**config.mk**
```make
export PLATFORM = sky130hd
export DESIGN_NAME = ddr3_command_decoder
export DESIGN_NICKNAME = d
export VERILOG_FILES = /design/src/design/in_sync.v /design/src/design/burst_tracker.v /design/src/design/ddr3_command_decoder.v
export VERILOG_INCLUDE_DIRS = /design/src /design/src/include
export SDC_FILE = /design/constraint.sdc
export NUM_CORES = 1
export LEC_CHECK = 0
export ABC_CLOCK_PERIOD_IN_PS = 2300
export BUFFER_PORTS_ARGS = -buffer_cell sky130_fd_sc_hd__buf_2
export CORE_ASPECT_RATIO = 0.7
export CORE_MARGIN = 2
export CORE_UTILIZATION = 48
export CTS_BUF_LIST = sky130_fd_sc_hd__clkbuf_16
export DETAILED_ROUTE_END_ITERATION = 12
export PLACE_DENSITY = 0.72
export SLEW_MARGIN = 20
export SYNTH_ARGS = -nofsm -noshare
export SYNTH_HDL_FRONTEND = slang
export SYNTH_SLANG_ARGS = --single-unit
```
**constraint.sdc**
```tcl
create_clock -name ref_clk -period 2.3 [get_ports ref_clk]
set_input_delay 0.69 -clock ref_clk [delete_from_list [all_inputs] [get_ports ref_clk]]
set_output_delay 0.69 -clock ref_clk [all_outputs]
set_load 0.01 [all_outputs]
```
**src/include/cmd_decode_map.vh**
```
// Purpose: constants for the command decoder
// Assumes: plain Verilog-2005 includes
// Notes:   command codes are internal encodings of the decoded command
`ifndef CMD_DECODE_MAP_VH
`define CMD_DECODE_MAP_VH

// decoded command codes, 5 bits
`define CMD_NONE      5'h00
`define CMD_MRS       5'h01
`define CMD_REF       5'h02
`define CMD_SRE       5'h03
`define CMD_SRX       5'h04
`define CMD_PRE       5'h05
`define CMD_PREA      5'h06
`define CMD_ACT       5'h07
`define CMD_WR        5'h08
`define CMD_WRA       5'h09
`define CMD_RD        5'h0a
`define CMD_RDA       5'h0b
`define CMD_NOP       5'h0c
`define CMD_DES       5'h0d
`define CMD_PDE       5'h0e
`define CMD_PDX       5'h0f
`define CMD_ZQCL      5'h10
`define CMD_ZQCS      5'h11
`define CMD_ILLEGAL   5'h12

// address bit positions
`define AP_BIT        10
`define BC_BIT        12

// burst lengths in beats
`define BURST_FULL    4'h8
`define BURST_CHOP    4'h4

// burst runtime: beats over two per clock (double data rate)
`define BURST_CYC_FULL 3'h4
`define BURST_CYC_CHOP 3'h2

// power state codes
`define PST_ACTIVE    2'h0
`define PST_PDOWN     2'h1
`define PST_SREF      2'h2

// reset values
`define RST_CMD       5'h00
`define RST_PST       2'h0

`endif

```
**src/design/in_sync.v**
```verilog
// Purpose: two flop synchroniser for a bundle of pin levels
// Assumes: pins are asynchronous to ref_clk
// Notes:   first stage is read only by the second stage
`timescale 1ns/1ps
module in_sync #(
   parameter WIDTH = 1,
   parameter [WIDTH-1:0] RST_VAL = {WIDTH{1'b0}}
) (
   input  wire             ref_clk,
   input  wire             rst_n,
   input  wire [WIDTH-1:0] pin_in,
   output wire [WIDTH-1:0] pin_sync
);
   reg [WIDTH-1:0] meta_reg;   // first stage, metastability catch
   reg [WIDTH-1:0] sync_reg;   // second stage, safe to use

   // plain double flop; reset to a quiet level
   always @(posedge ref_clk or negedge rst_n) begin
      if (!rst_n) begin
         meta_reg <= RST_VAL;
         sync_reg <= RST_VAL;
      end else begin
         meta_reg <= pin_in;
         sync_reg <= meta_reg;
      end
   end

   assign pin_sync = sync_reg;
endmodule

```
**src/design/burst_tracker.v**
```verilog
// Purpose: tracks a read or write burst until it completes
// Assumes: start pulses come from the decoder on the same clock
// Notes:   a burst cannot be cut short by any later command
`timescale 1ns/1ps
`include "cmd_decode_map.vh"
module burst_tracker (
   input  wire       ref_clk,
   input  wire       rst_n,
   input  wire       start,
   input  wire [2:0] cycles,
   output wire       busy
);
   reg [2:0] left_reg;   // clocks remaining in burst
   reg [2:0] left_next;

   // reload only when idle; nothing else may shorten the count
   always @* begin
      left_next = left_reg;
      if (left_reg != 3'h0)
         left_next = left_reg - 3'h1;
      else if (start)
         left_next = cycles;
   end

   // count register
   always @(posedge ref_clk or negedge rst_n) begin
      if (!rst_n)
         left_reg <= 3'h0;
      else
         left_reg <= left_next;
   end

   assign busy = (left_reg != 3'h0);
endmodule

```
**src/design/ddr3_command_decoder.v**
```verilog
// Purpose: command decoder of a DDR3 type SDRAM
// Assumes: controller drives pins in step with ref_clk edges
// Notes:   sampled pins pass two flops, so decode lags pins by two
//          outputs are registered, so a command shows three edges
//          after the edge that launched it on the pins
//          self refresh exit is taken on the synchronised cke, not
//          on the raw pin, trading exit latency for a clean clock
//          domain crossing
//          mode inputs stand in for mode register contents and
//          are read directly, as they come from the same clock
//          a non-entry command with cke falling is reported on cmd_code
//          and leaves the power state as it was
`timescale 1ns/1ps
`include "cmd_decode_map.vh"
module ddr3_command_decoder #(
   parameter BA_W  = 3,    // bank address width
   parameter ROW_W = 16,   // row address width
   parameter COL_W = 10    // column address width
) (
   input  wire             ref_clk,
   input  wire             rst_n,
   input  wire             cke,
   input  wire             cs_n,
   input  wire             ras_n,
   input  wire             cas_n,
   input  wire             we_n,
   input  wire             odt,
   input  wire [BA_W-1:0]  ba,
   input  wire [ROW_W-1:0] addr,
   input  wire             mode_otf,
   input  wire             mode_chop,
   output reg  [4:0]       cmd_code,
   output reg              cmd_valid,
   output reg  [BA_W-1:0]  cmd_bank,
   output reg  [ROW_W-1:0] cmd_row,
   output reg  [COL_W-1:0] cmd_col,
   output reg  [15:0]      cmd_opcode,
   output reg              cmd_auto_pre,
   output reg  [3:0]       cmd_burst_len,
   output reg  [1:0]       power_state,
   output wire             odt_enable,
   output wire             refresh_allowed,
   output wire             burst_busy
);
   // synchronised pin bundle: cke, cs, ras, cas, we, odt
   // all pins travel through one synchroniser so that a command
   // is never split across two decode cycles; board skew between
   // pins is the controller's concern, not ours
   localparam PW = 6 + BA_W + ROW_W;
   wire [PW-1:0] pins_raw;   // raw pin bundle
   wire [PW-1:0] pins_s;     // after two flops

   // cs and strobes rest high so reset looks like deselect
   // odt rests low so termination stays off until requested
   localparam [PW-1:0] PIN_RST = {1'b0, 4'hf, 1'b0, {(BA_W+ROW_W){1'b0}}};

   // packing order: cke, cs, ras, cas, we, odt, bank, address
   assign pins_raw = {cke, cs_n, ras_n, cas_n, we_n, odt, ba, addr};

   // every pin is asynchronous to the decoder clock
   // the reset level holds cke low, so the first decoded cycles are none,
   // so nothing spurious leaves the decoder after reset
   in_sync #(
      .WIDTH   (PW),
      .RST_VAL (PIN_RST)
   ) u_sync (
      .ref_clk  (ref_clk),
      .rst_n    (rst_n),
      .pin_in   (pins_raw),
      .pin_sync (pins_s)
   );

   wire             cke_s;   // current cycle cke
   wire             cs_s;    // chip select, active low
   wire             ras_s;   // row strobe, active low
   wire             cas_s;   // column strobe, active low
   wire             we_s;    // write enable, active low
   wire             odt_s;   // termination control
   wire [BA_W-1:0]  ba_s;    // bank lines
   wire [ROW_W-1:0] a_s;     // address lines

   // unpack in the same order as the bundle was packed
   assign {cke_s, cs_s, ras_s, cas_s, we_s, odt_s, ba_s, a_s} = pins_s;

   reg cke_prev_reg;   // cke sampled at the prior edge

   // resets low: the first high cke after reset reads as a rising
   // edge in the active state, which decodes to no command at all;
   // the controller spends one extra edge with cke high before use
   // previous cycle cke held one edge back
   always @(posedge ref_clk or negedge rst_n) begin
      if (!rst_n)
         cke_prev_reg <= 1'b0;
      else
         cke_prev_reg <= cke_s;
   end

   // cke qualifiers and the idle patterns
   wire cke_hh;   // cke high in both cycles
   wire cke_hl;   // cke falling
   wire cke_lh;   // cke rising
   wire is_des;   // deselect: cs high
   wire is_nop;   // nop encoding
   wire is_idle;  // nop or deselect

   // the two cke samples select ordinary decode, entry commands
   // (falling) or exit commands (rising); low in both cycles
   // holds whatever low power state is current
   assign cke_hh = cke_prev_reg & cke_s;
   assign cke_hl = cke_prev_reg & ~cke_s;
   assign cke_lh = ~cke_prev_reg & cke_s;
   // cs high masks the strobes and address; cke and odt still act
   assign is_des  = cs_s;
   assign is_nop  = ~cs_s & ras_s & cas_s & we_s;
   assign is_idle = is_des | is_nop;

   // burst length chosen from mode or a12 on the fly
   // on the fly selection reads a12 per command; otherwise the
   // fixed mode input decides and a12 plays no part in length
   // burst clocks are beats over two, data moving on both edges
   wire       bc_bit;      // a12 level
   wire       chop;        // burst is chopped to four
   wire [3:0] blen;        // burst beats
   wire [2:0] bcyc;        // burst clocks

   assign bc_bit = a_s[`BC_BIT];
   assign chop   = mode_otf ? ~bc_bit : mode_chop;
   assign blen   = chop ? `BURST_CHOP : `BURST_FULL;
   assign bcyc   = chop ? `BURST_CYC_CHOP : `BURST_CYC_FULL;

   // state and decode holders
   // code_next is the decode of the current synchronised cycle
   reg [1:0] pst_reg;    // power state
   reg [1:0] pst_next;
   reg [4:0] code_next;  // decoded command

   // classify the sampled pins
   // decode order: power state first, then the cke pair, then
   // the strobes; a low power state ignores every strobe pattern
   // except nop or deselect with cke rising, so stray levels on
   // floating pins there cannot start an operation
   // cke falling with anything but refresh, nop or deselect is
   // flagged illegal rather than silently dropped
   always @* begin
      code_next = `CMD_NONE;
      case (pst_reg)
         `PST_SREF: begin
            // only cke rising with nop/deselect leaves self refresh
            // anything else keeps the device in self refresh
            if (cke_lh && is_idle)
               code_next = `CMD_SRX;
         end
         `PST_PDOWN: begin
            // nop or deselect with cke rising is the only way out
            if (cke_lh && is_idle)
               code_next = `CMD_PDX;
         end
         default: begin
            // active: full decode while cke stays high
            if (cke_hl) begin
               // falling cke: entry commands only
               if (!cs_s && !ras_s && !cas_s && we_s)
                  code_next = `CMD_SRE;
               else if (is_idle)
                  code_next = `CMD_PDE;
               else
                  // not an entry command: report it
                  code_next = `CMD_ILLEGAL;
            end else if (cke_hh) begin
               // deselect masks the strobes, so test it first
               if (is_des)
                  code_next = `CMD_DES;
               else begin
                  // odt plays no part in the decode
                  // strobes as {ras, cas, we}, all active low
                  case ({ras_s, cas_s, we_s})
                     3'b000: code_next = `CMD_MRS;
                     3'b001: code_next = `CMD_REF;
                     3'b010: begin
                        if (a_s[`AP_BIT])
                           code_next = `CMD_PREA;
                        else
                           code_next = `CMD_PRE;
                     end
                     3'b011: code_next = `CMD_ACT;
                     3'b100: begin
                        if (a_s[`AP_BIT])
                           code_next = `CMD_WRA;
                        else
                           code_next = `CMD_WR;
                     end
                     3'b101: begin
                        if (a_s[`AP_BIT])
                           code_next = `CMD_RDA;
                        else
                           code_next = `CMD_RD;
                     end
                     3'b110: begin
                        if (a_s[`AP_BIT])
                           code_next = `CMD_ZQCL;
                        else
                           code_next = `CMD_ZQCS;
                     end
                     default: code_next = `CMD_NOP;
                  endcase
               end
            end
         end
      endcase
   end

   // power state follows entry and exit commands
   // entry and exit are the only moves; every other code keeps
   // the current state, so illegal codes cannot strand it
   always @* begin
      pst_next = pst_reg;
      case (code_next)
         `CMD_SRE: pst_next = `PST_SREF;
         `CMD_PDE: pst_next = `PST_PDOWN;
         `CMD_SRX: pst_next = `PST_ACTIVE;
         `CMD_PDX: pst_next = `PST_ACTIVE;
         default:  pst_next = pst_reg;
      endcase
   end

   // power state register; reset only through rst_n
   // the port power_state is a registered twin of this state,
   // kept apart so internal use never loads the output flop
   always @(posedge ref_clk or negedge rst_n) begin
      if (!rst_n)
         pst_reg <= `RST_PST;
      else
         pst_reg <= pst_next;
   end

   // every read or write variant starts a burst; auto precharge
   // and length are attributes carried on the outputs
   // a start while a burst runs is ignored by the tracker, which
   // keeps an earlier burst from being cut short
   wire is_rw;       // read or write decoded
   wire burst_go;    // start of a burst

   assign is_rw = (code_next == `CMD_WR) || (code_next == `CMD_WRA) ||
                  (code_next == `CMD_RD) || (code_next == `CMD_RDA);
   assign burst_go = is_rw;

   // bursts are never cut; nop passes through untouched
   // nop and deselect never reach the tracker, so they cannot
   // disturb a burst in flight
   burst_tracker u_burst (
      .ref_clk (ref_clk),
      .rst_n   (rst_n),
      .start   (burst_go),
      .cycles  (bcyc),
      .busy    (burst_busy)
   );

   // registered command outputs, one cycle per decoded command
   // cmd_valid stands for one cycle per command; the address
   // fields hold their value until the next command that uses
   // them, so a consumer may read them late
   // cmd_auto_pre clears on every cycle that is not a read or
   // write, so a stale flag never rides on a later command
   always @(posedge ref_clk or negedge rst_n) begin
      if (!rst_n) begin
         cmd_code      <= `RST_CMD;
         cmd_valid     <= 1'b0;
         cmd_bank      <= {BA_W{1'b0}};
         cmd_row       <= {ROW_W{1'b0}};
         cmd_col       <= {COL_W{1'b0}};
         cmd_opcode    <= 16'h0000;
         cmd_auto_pre  <= 1'b0;
         cmd_burst_len <= 4'h0;
         power_state   <= `RST_PST;
      end else begin
         cmd_code    <= code_next;
         // nop, deselect and none do not count as commands
         cmd_valid   <= (code_next != `CMD_NONE) &&
                        (code_next != `CMD_NOP) &&
                        (code_next != `CMD_DES);
         power_state <= pst_next;
         cmd_auto_pre <= 1'b0;
         // address fields captured only for commands that use them
         case (code_next)
            `CMD_MRS: begin
               cmd_bank   <= ba_s;
               cmd_opcode <= {{(16-ROW_W){1'b0}}, a_s};
            end
            `CMD_ACT: begin
               cmd_bank <= ba_s;
               cmd_row  <= a_s;
            end
            `CMD_PRE: begin
               cmd_bank <= ba_s;
            end
            `CMD_WR, `CMD_WRA, `CMD_RD, `CMD_RDA: begin
               cmd_bank      <= ba_s;
               cmd_col       <= a_s[COL_W-1:0];
               cmd_auto_pre  <= a_s[`AP_BIT];
               cmd_burst_len <= blen;
            end
            default: begin
               // other codes leave the fields alone
               cmd_bank <= cmd_bank;
            end
         endcase
      end
   end

   // termination off in self refresh and in reset
   // odt passes only outside self refresh; the decode above never
   // looks at it, so it cannot alter any command
   assign odt_enable = odt_s & (pst_reg != `PST_SREF);

   // no refresh while powered down
   // no refresh runs in power down or self refresh; scheduling
   // around them is the controller's job
   assign refresh_allowed = (pst_reg == `PST_ACTIVE);
endmodule

```
After elaboration in Yosys (flattened, before gate mapping)
Cells that the tools add are included.
{ "word_totals": {"ff_bits": 112, "input_bits": 29} }
{ "classes": {"reduce_logical": 21, "n_addsub": 1, "muxes": 20, "bitwise": 12, "n_eq_ne": 22} }
{ "op_table": {"columns": ["operator", "count"], "rows": [
  ["5-bit one-hot mux with 7 select lines", 1],
  ["5-bit by 4-bit == test with 1-bit output (second input constant)", 6],
  ["5-bit 2-to-1 mux", 5],
  ["5-bit by 3-bit == test with 1-bit output (second input constant)", 3],
  ["3-bit 2-to-1 mux", 4],
  ["5-bit by 4-bit inequality test with 1-bit output (second input constant)", 2],
  ["5-bit one-hot mux with 2 select lines", 1],
  ["3-bit == test (second input constant)", 3],
  ["4-bit 2-to-1 mux", 2],
  ["1-bit bitwise AND", 7],
  ["7-bit OR reduction", 1],
  ["3-bit by 2-bit == test with 1-bit output (second input constant)", 2],
  ["1-bit logical AND", 6],
  ["2-bit one-hot mux with 3 select lines", 1],
  ["3-bit nonzero test", 2],
  ["5-bit by 1-bit == test with 1-bit output (second input constant)", 1],
  ["5-bit by 2-bit == test with 1-bit output (second input constant)", 1],
  ["1-bit 2-to-1 mux", 5],
  ["5-bit nonzero test", 1],
  ["1-bit NOT", 4],
  ["4-bit OR reduction", 1],
  ["3-bit by 1-bit == test with 1-bit output (second input constant)", 1],
  ["1-bit zero test", 3],
  ["3-bit zero test", 1],
  ["10 further kinds", 12]
]} }

Depth between registers and ports, before layout
{ "logic_depth": {"depth_word": 15, "mapped_depth": 9, "ltp_nobuf": 8} }

Cells and area by module
Synthesis repeated with hierarchy kept, for this count alone.
{ "unflattened": {"hier_cells": 277, "area_unflattened_um2": 3952.5} }
{ "by_module_without_submodules": {"columns": ["mod", "cells_each", "instances", "area_per_inst_um2", "seq_area_each_um2"], "rows": [
  ["ddr3_command_decoder", 210, 1, 2506.2, 1426.4],
  ["in_sync", 50, 1, 1261.2, 1261.2],
  ["burst_tracker", 17, 1, 185.2, 75.1]
]} }

Least setup slack after synthesis
OpenSTA, ideal clock, no wires.
{ "synth_timing": {"path_kind": "register -> register", "startpoint": "register power_state[0] (netlist name)", "endpoint": "register cmd_col[0]", "required_time_ns": 2.173, "setup_ns": 0.127, "arrival_ns": 2.221, "synth_period_minus_slack_ns": 2.348, "setup_slack_ns": -0.048, "stages_incl_launch_ff": 10, "path_cell_list": "dfrtp_1 inv_1 ha_1 and2b_1 and3_1 a221oi_2 buf_4 nand2_2 buf_6 mux2_1"} }
{ "synth_lines": {"columns": ["item", "line_no", "text"], "rows": [
  ["end signal: assignment", "ddr3_command_decoder.v:270", "cmd_col <= {COL_W{1'b0}};"],
  ["end signal: assignment", "ddr3_command_decoder.v:298", "cmd_col <= a_s[COL_W-1:0];"],
  ["end: declaration", "ddr3_command_decoder.v:36", "output reg [COL_W-1:0] cmd_col,"]
]} }

Worst setup path after layout
{ "layout_timing": {"startpoint": "register u_sync.sync_reg[20], in the netlist u_sync.pin_sync[20]", "endpoint": "register cmd_bank[0]"} }
{ "layout_via": {"elab_chain_len": 8, "word_cells_on_any_way": 28} }
{ "layout_lines": {"columns": ["item", "line_no", "text"], "rows": [
  ["start: declaration", "in_sync.v:15", "reg [WIDTH-1:0] sync_reg;"],
  ["start signal: assignment", "in_sync.v:24", "sync_reg <= meta_reg;"],
  ["3-bit == test (tied with other cells)", "ddr3_command_decoder.v:176", "case ({ras_s, cas_s, we_s})"],
  ["5-bit one-hot mux with 7 select lines / 1-bit bitwise OR (equally long branches)", "ddr3_command_decoder.v:176, ddr3_command_decoder.v:115", null],
  ["5-bit 2-to-1 mux (on tied branches)", "ddr3_command_decoder.v:171, ddr3_command_decoder.v:164", null],
  ["5-bit 2-to-1 mux (on tied branches)", "ddr3_command_decoder.v:169, ddr3_command_decoder.v:162", null],
  ["5-bit 2-to-1 mux", "ddr3_command_decoder.v:160", "if (cke_hl) begin"],
  ["5-bit one-hot mux with 2 select lines (*)", "ddr3_command_decoder.v:146", "case (pst_reg)"],
  ["5-bit by 4-bit == test with 1-bit output (tied with other cells)", "ddr3_command_decoder.v:284", "case (code_next)"],
  ["7-bit OR reduction (no line) (*)", null, null],
  ["end signal: assignment", "ddr3_command_decoder.v:286", "cmd_bank <= ba_s;"],
  ["end signal: assignment", "ddr3_command_decoder.v:290", "cmd_bank <= ba_s;"],
  ["end signal: assignment", "ddr3_command_decoder.v:294", "cmd_bank <= ba_s;"],
  ["end: declaration", "ddr3_command_decoder.v:34", "output reg [BA_W-1:0] cmd_bank,"]
]} }
Mark *: on every way between the ends. The rest lies on a longest branch, timed or not.
A chain may end at the register's enable or synchronous reset.

==> summary by stage <==
Floorplan
The die is 80.94 um tall. The horizontal extent of the die is 113.9 um. The initial utilization of the core area, before any placement, comes to 0.4868. The I/O pin count is 90. Row generation in the floorplan step produced 28 rows. The total area inside the core boundary comes to 8338 um2. The full die area is between 9000 and 10000 um2.

Place
The congestion estimate from routability-driven global placement came to 0.9404. The worst-case setup slack after placement is -0.01724 ns. In this run the tool buffered the top-level ports with between 80 and 90 buffer cells. The area after detailed placement is 4693 um2. After legalization and detailed placement, the total HPWL measured 5217 um.

Clock tree
TritonCTS built the clock tree. At the later pin of the worst-skew pair, clock insertion delay measures 0.34 ns. Buffers inserted during clock tree synthesis total 9. Clock tree synthesis found a total of 110 sinks. The root buffer cell is clkbuf_16. In this run the deepest clock path goes through 2 buffers. The maximum level of the CTS H-tree is 3. After clock tree synthesis, the clock-pin slew on the worst setup and hold paths is about 0.07 ns. The number of hold buffers added after CTS was 0.

Logic synthesis
The cell area after synthesis is 4059 um2. Among all flip-flop cells after synthesis, the most frequent one is dfrtp_1. The largest area contributor in the netlist is dfrtp_1. After synthesis, the cell types taking the most area are dfrtp_1 (63%), mux2_4 (7.4%), mux2_2 (7.2%), dfstp_2 (5.2%), ha_1 (1.5%). The combinational family with the most area after synthesis is multiplexers.

The gate count after technology mapping is 249. The sequential fraction of the synthesis area is 0.6806. Of the total synthesized cell area, the portion taken by AND, OR, NAND and NOR gates is 0.06134.

After synthesis, the share of flip-flops with an asynchronous set or reset is 1.000. The top-area cell type share of the netlist area is 0.6289. The count of unique library cells instantiated by Yosys is 51. The most used standard cell by instance count after synthesis is dfrtp_1. Yosys mapped a number of flops with a built-in enable equal to 0. The area fraction in compound gates after synthesis is 0.05302. In this run, synthesis produced a sequential element count of between 100 and 150. Counting instances in the post-synthesis netlist gives the leading cell types as dfrtp_1 (102), mux2_2 (26), mux2_4 (20), dfstp_2 (8), inv_1 (8). Yosys printed 0 warnings.

The synthesized area divided by synthesized cell count is 16.30 um2. Of the post-synthesis cell area, the part taken by muxes is 0.1544. Of the total synthesized cell area, the portion taken by XOR and XNOR cells is 0.002158. The adder-cell area share of the yosys netlist is 0.01541.

Timing
The clock arrives with 0.005507 ns of skew. The hold violation total from the final report came to 0. Static timing analysis puts the maximum clock frequency at 0.4265 GHz. In the finished design, the share of the clock period the worst path needs comes to 1.019. The worst pin sits at a relative slew slack of 0.6262. Counting I/O delays and the setup requirement, the final critical path takes 2.345 ns. Once routing completed, OpenROAD measured the worst setup slack at -0.04465 ns. The transition time at the pin with the least slew margin is 0.5607 ns. The final max-slew violation count came to 0. Setup repair after global routing could not meet its margin everywhere. The final count of negative-setup-slack endpoints is 3.

Finish
The final layout contains between 300 and 400 nets. The area overhead of the layout relative to synthesis is 26.45%. 0 antenna diodes ended up in the layout. The filler cells instantiated in the layout total approximately 670. The total area of sequential cells is 2763 um2. The cell area after layout is 5132 um2. The fraction of final layout cells with drive strength greater than 1 is 0.5546. The multi-input combinational cells in the finished layout cover a total of 1260 um2.

Worst setup path
The largest single stage delay on the critical path is between 0.6 and 0.7 ns. The type of element capturing the critical path is a flop. The buffer and inverter count on the worst path is 1.

Of all nets on the critical path, the largest fanout is 9. STA puts the critical path data required time at 2.53 ns. The signal on the critical path passes through nor4b_1 -> o21ai_1 -> nand2b_4 -> buf_4 -> o311ai_4 -> mux2_4. STA classifies the critical path startpoint as a flop.

STA puts the critical path data arrival time at 2.57 ns. Broken down by cell family, the worst path's largest delay share belongs to flip-flops. The path type of the worst setup path is reg -> reg.

Among all stages on the critical path, the largest delay is contributed by dfstp_2.

Run
The count of maximum capacitance violations is 0.

Pwr
In this run the static leakage power is 0.002565 uW. The largest vdd supply drop is 0.6758 mV. The power per cell area is 1083 nW/um2.

Global route
Entering global routing, the biggest net connects about 110 pins. Global routing finished with a remaining overflow of 0. The number of global-route vias before repair is between 2000 and 2500. The initial antenna violation count came to 0. The total routing resource utilization after global routing is 0.1787. The first global-routing pass estimated 12430 um of wire.

Route
The final routed wire length divided by cell count is 16.38 um. The residual antenna-violating net count after detailed routing is 0. After the first detailed-routing iteration, the DRC count stood at 107. For this block, the via count after detailed routing is 2349. Summed over all layers, the routed wires come to 7716 um.

In the routed design, unresolved DRC markers number 0. Before antenna repair, the detailed router went through 4 iterations. In the routed layout, each cell is associated on average with a via count of 4.987.

Status
The run finished, with violations left. The final reports fail on negative setup slack.

Hold path
The path class of the tightest hold or removal check is reg -> reg.
## logic make-up after synthesis
group / Yosys count
XOR/XNOR: 1
AO/OA/AOI/OAI: 26
adder cells (fa/ha/maj): 5
AND/OR/NAND/NOR: 39
multiplexers: 49
buffers and inverters: 18
other: 1
flip-flops: 110
## through the flow
step	instances	total power, uW	utilization	hold slack [ns]	TNS [ns]
global route	471	5878	0.6155	0.3578	-0.5713
CTS	465	5569	0.6029	0.3509	0
floorplan	250	3405	-	0.3312	0
detailed placement	446	4016	0.5629	0.3347	-0.07263
global placement	446	3965	0.5629	0.3315	-0.02308
finish	471	5557	0.6155	0.3503	-0.1267
## worst register-to-register path, cell delays in order (launching register included)
cell and delay [ns]:
dfstp_2 0.62, nor4b_1 0.36, o21ai_1 0.16, nand2b_4 0.18
buf_4 0.14, o311ai_4 0.43, mux2_4 0.34
## report_power, final
part / internal, uW / switching, uW
Sequential: 2360 / 239
Clock: 848 / 677
Combinational: 780 / 655
Total: 3990 / 1570
## timing repair
| item | CTS | global route |
|---|---|---|
| endpoints found under the setup margin | 20 | 28 |
| pin swaps | 0 | 3 |
| gates resized for setup | 2 | 14 |
| setup buffers | 3 | 6 |
| hold endpoints to repair | 0 | 0 |
| cloned | 0 | 0 |
## area by class of cell
type / count / share of cell area
Timing Repair Buffer: 110 / 0.1270
Multi-Input combinational cell: 122 / 0.2455
Inverter: 8 / 0.005851
Sequential cell: 110 / 0.5383
Clock inverter: 7 / 0.01390
Clock buffer: 9 / 0.04388
Tap cell: 105 / 0.02560
## worst paths after layout
path                       slack (ns)  cells after the start           startpoint                   to
min                              0.35                      0   u_sync.meta_reg[0]   u_sync.pin_sync[0]
min in group asynchronous        0.40                      2                rst_n  u_sync.meta_reg[18]
max reg2reg                     -0.04                      6  u_sync.pin_sync[20]          cmd_bank[0]
max in group asynchronous        1.48                      2                rst_n           cmd_row[6]
max                             -0.04                      6  u_sync.pin_sync[20]          cmd_bank[0]
min reg2reg                      0.35                      0   u_sync.meta_reg[0]   u_sync.pin_sync[0]
## cells in the final DEF, fill, tap and decap left out, types with 2 or more instances in the layout
master	instances
nand2_1	5
nand2_2	2
mux2_2	22
or2_2	2
buf_4	20
dfrtp_1	102
dfstp_2	8
nand2b_1	3
nor2b_1	2
buf_12	3
nor2_1	3
and2b_2	2
o21ai_0	2
clkbuf_16	9
inv_2	2
conb_1	2
buf_2	86
mux2_1	3
inv_1	7
ha_1	4
nand3_1	3
mux2_4	24
a21oi_1	6
nor3b_1	2
## routing by layer
layer / track usage / routed length (um) / part of all wire
met2: 0.2641 / 3493 / 0.45
met3: 0.06343 / 553 / 0.072
met1: 0.2524 / 3600 / 0.47
met4: 0.05122 / 68 / 0.0088
met5: 0 / 0 / 0
Power figures use the tool's default switching activity.
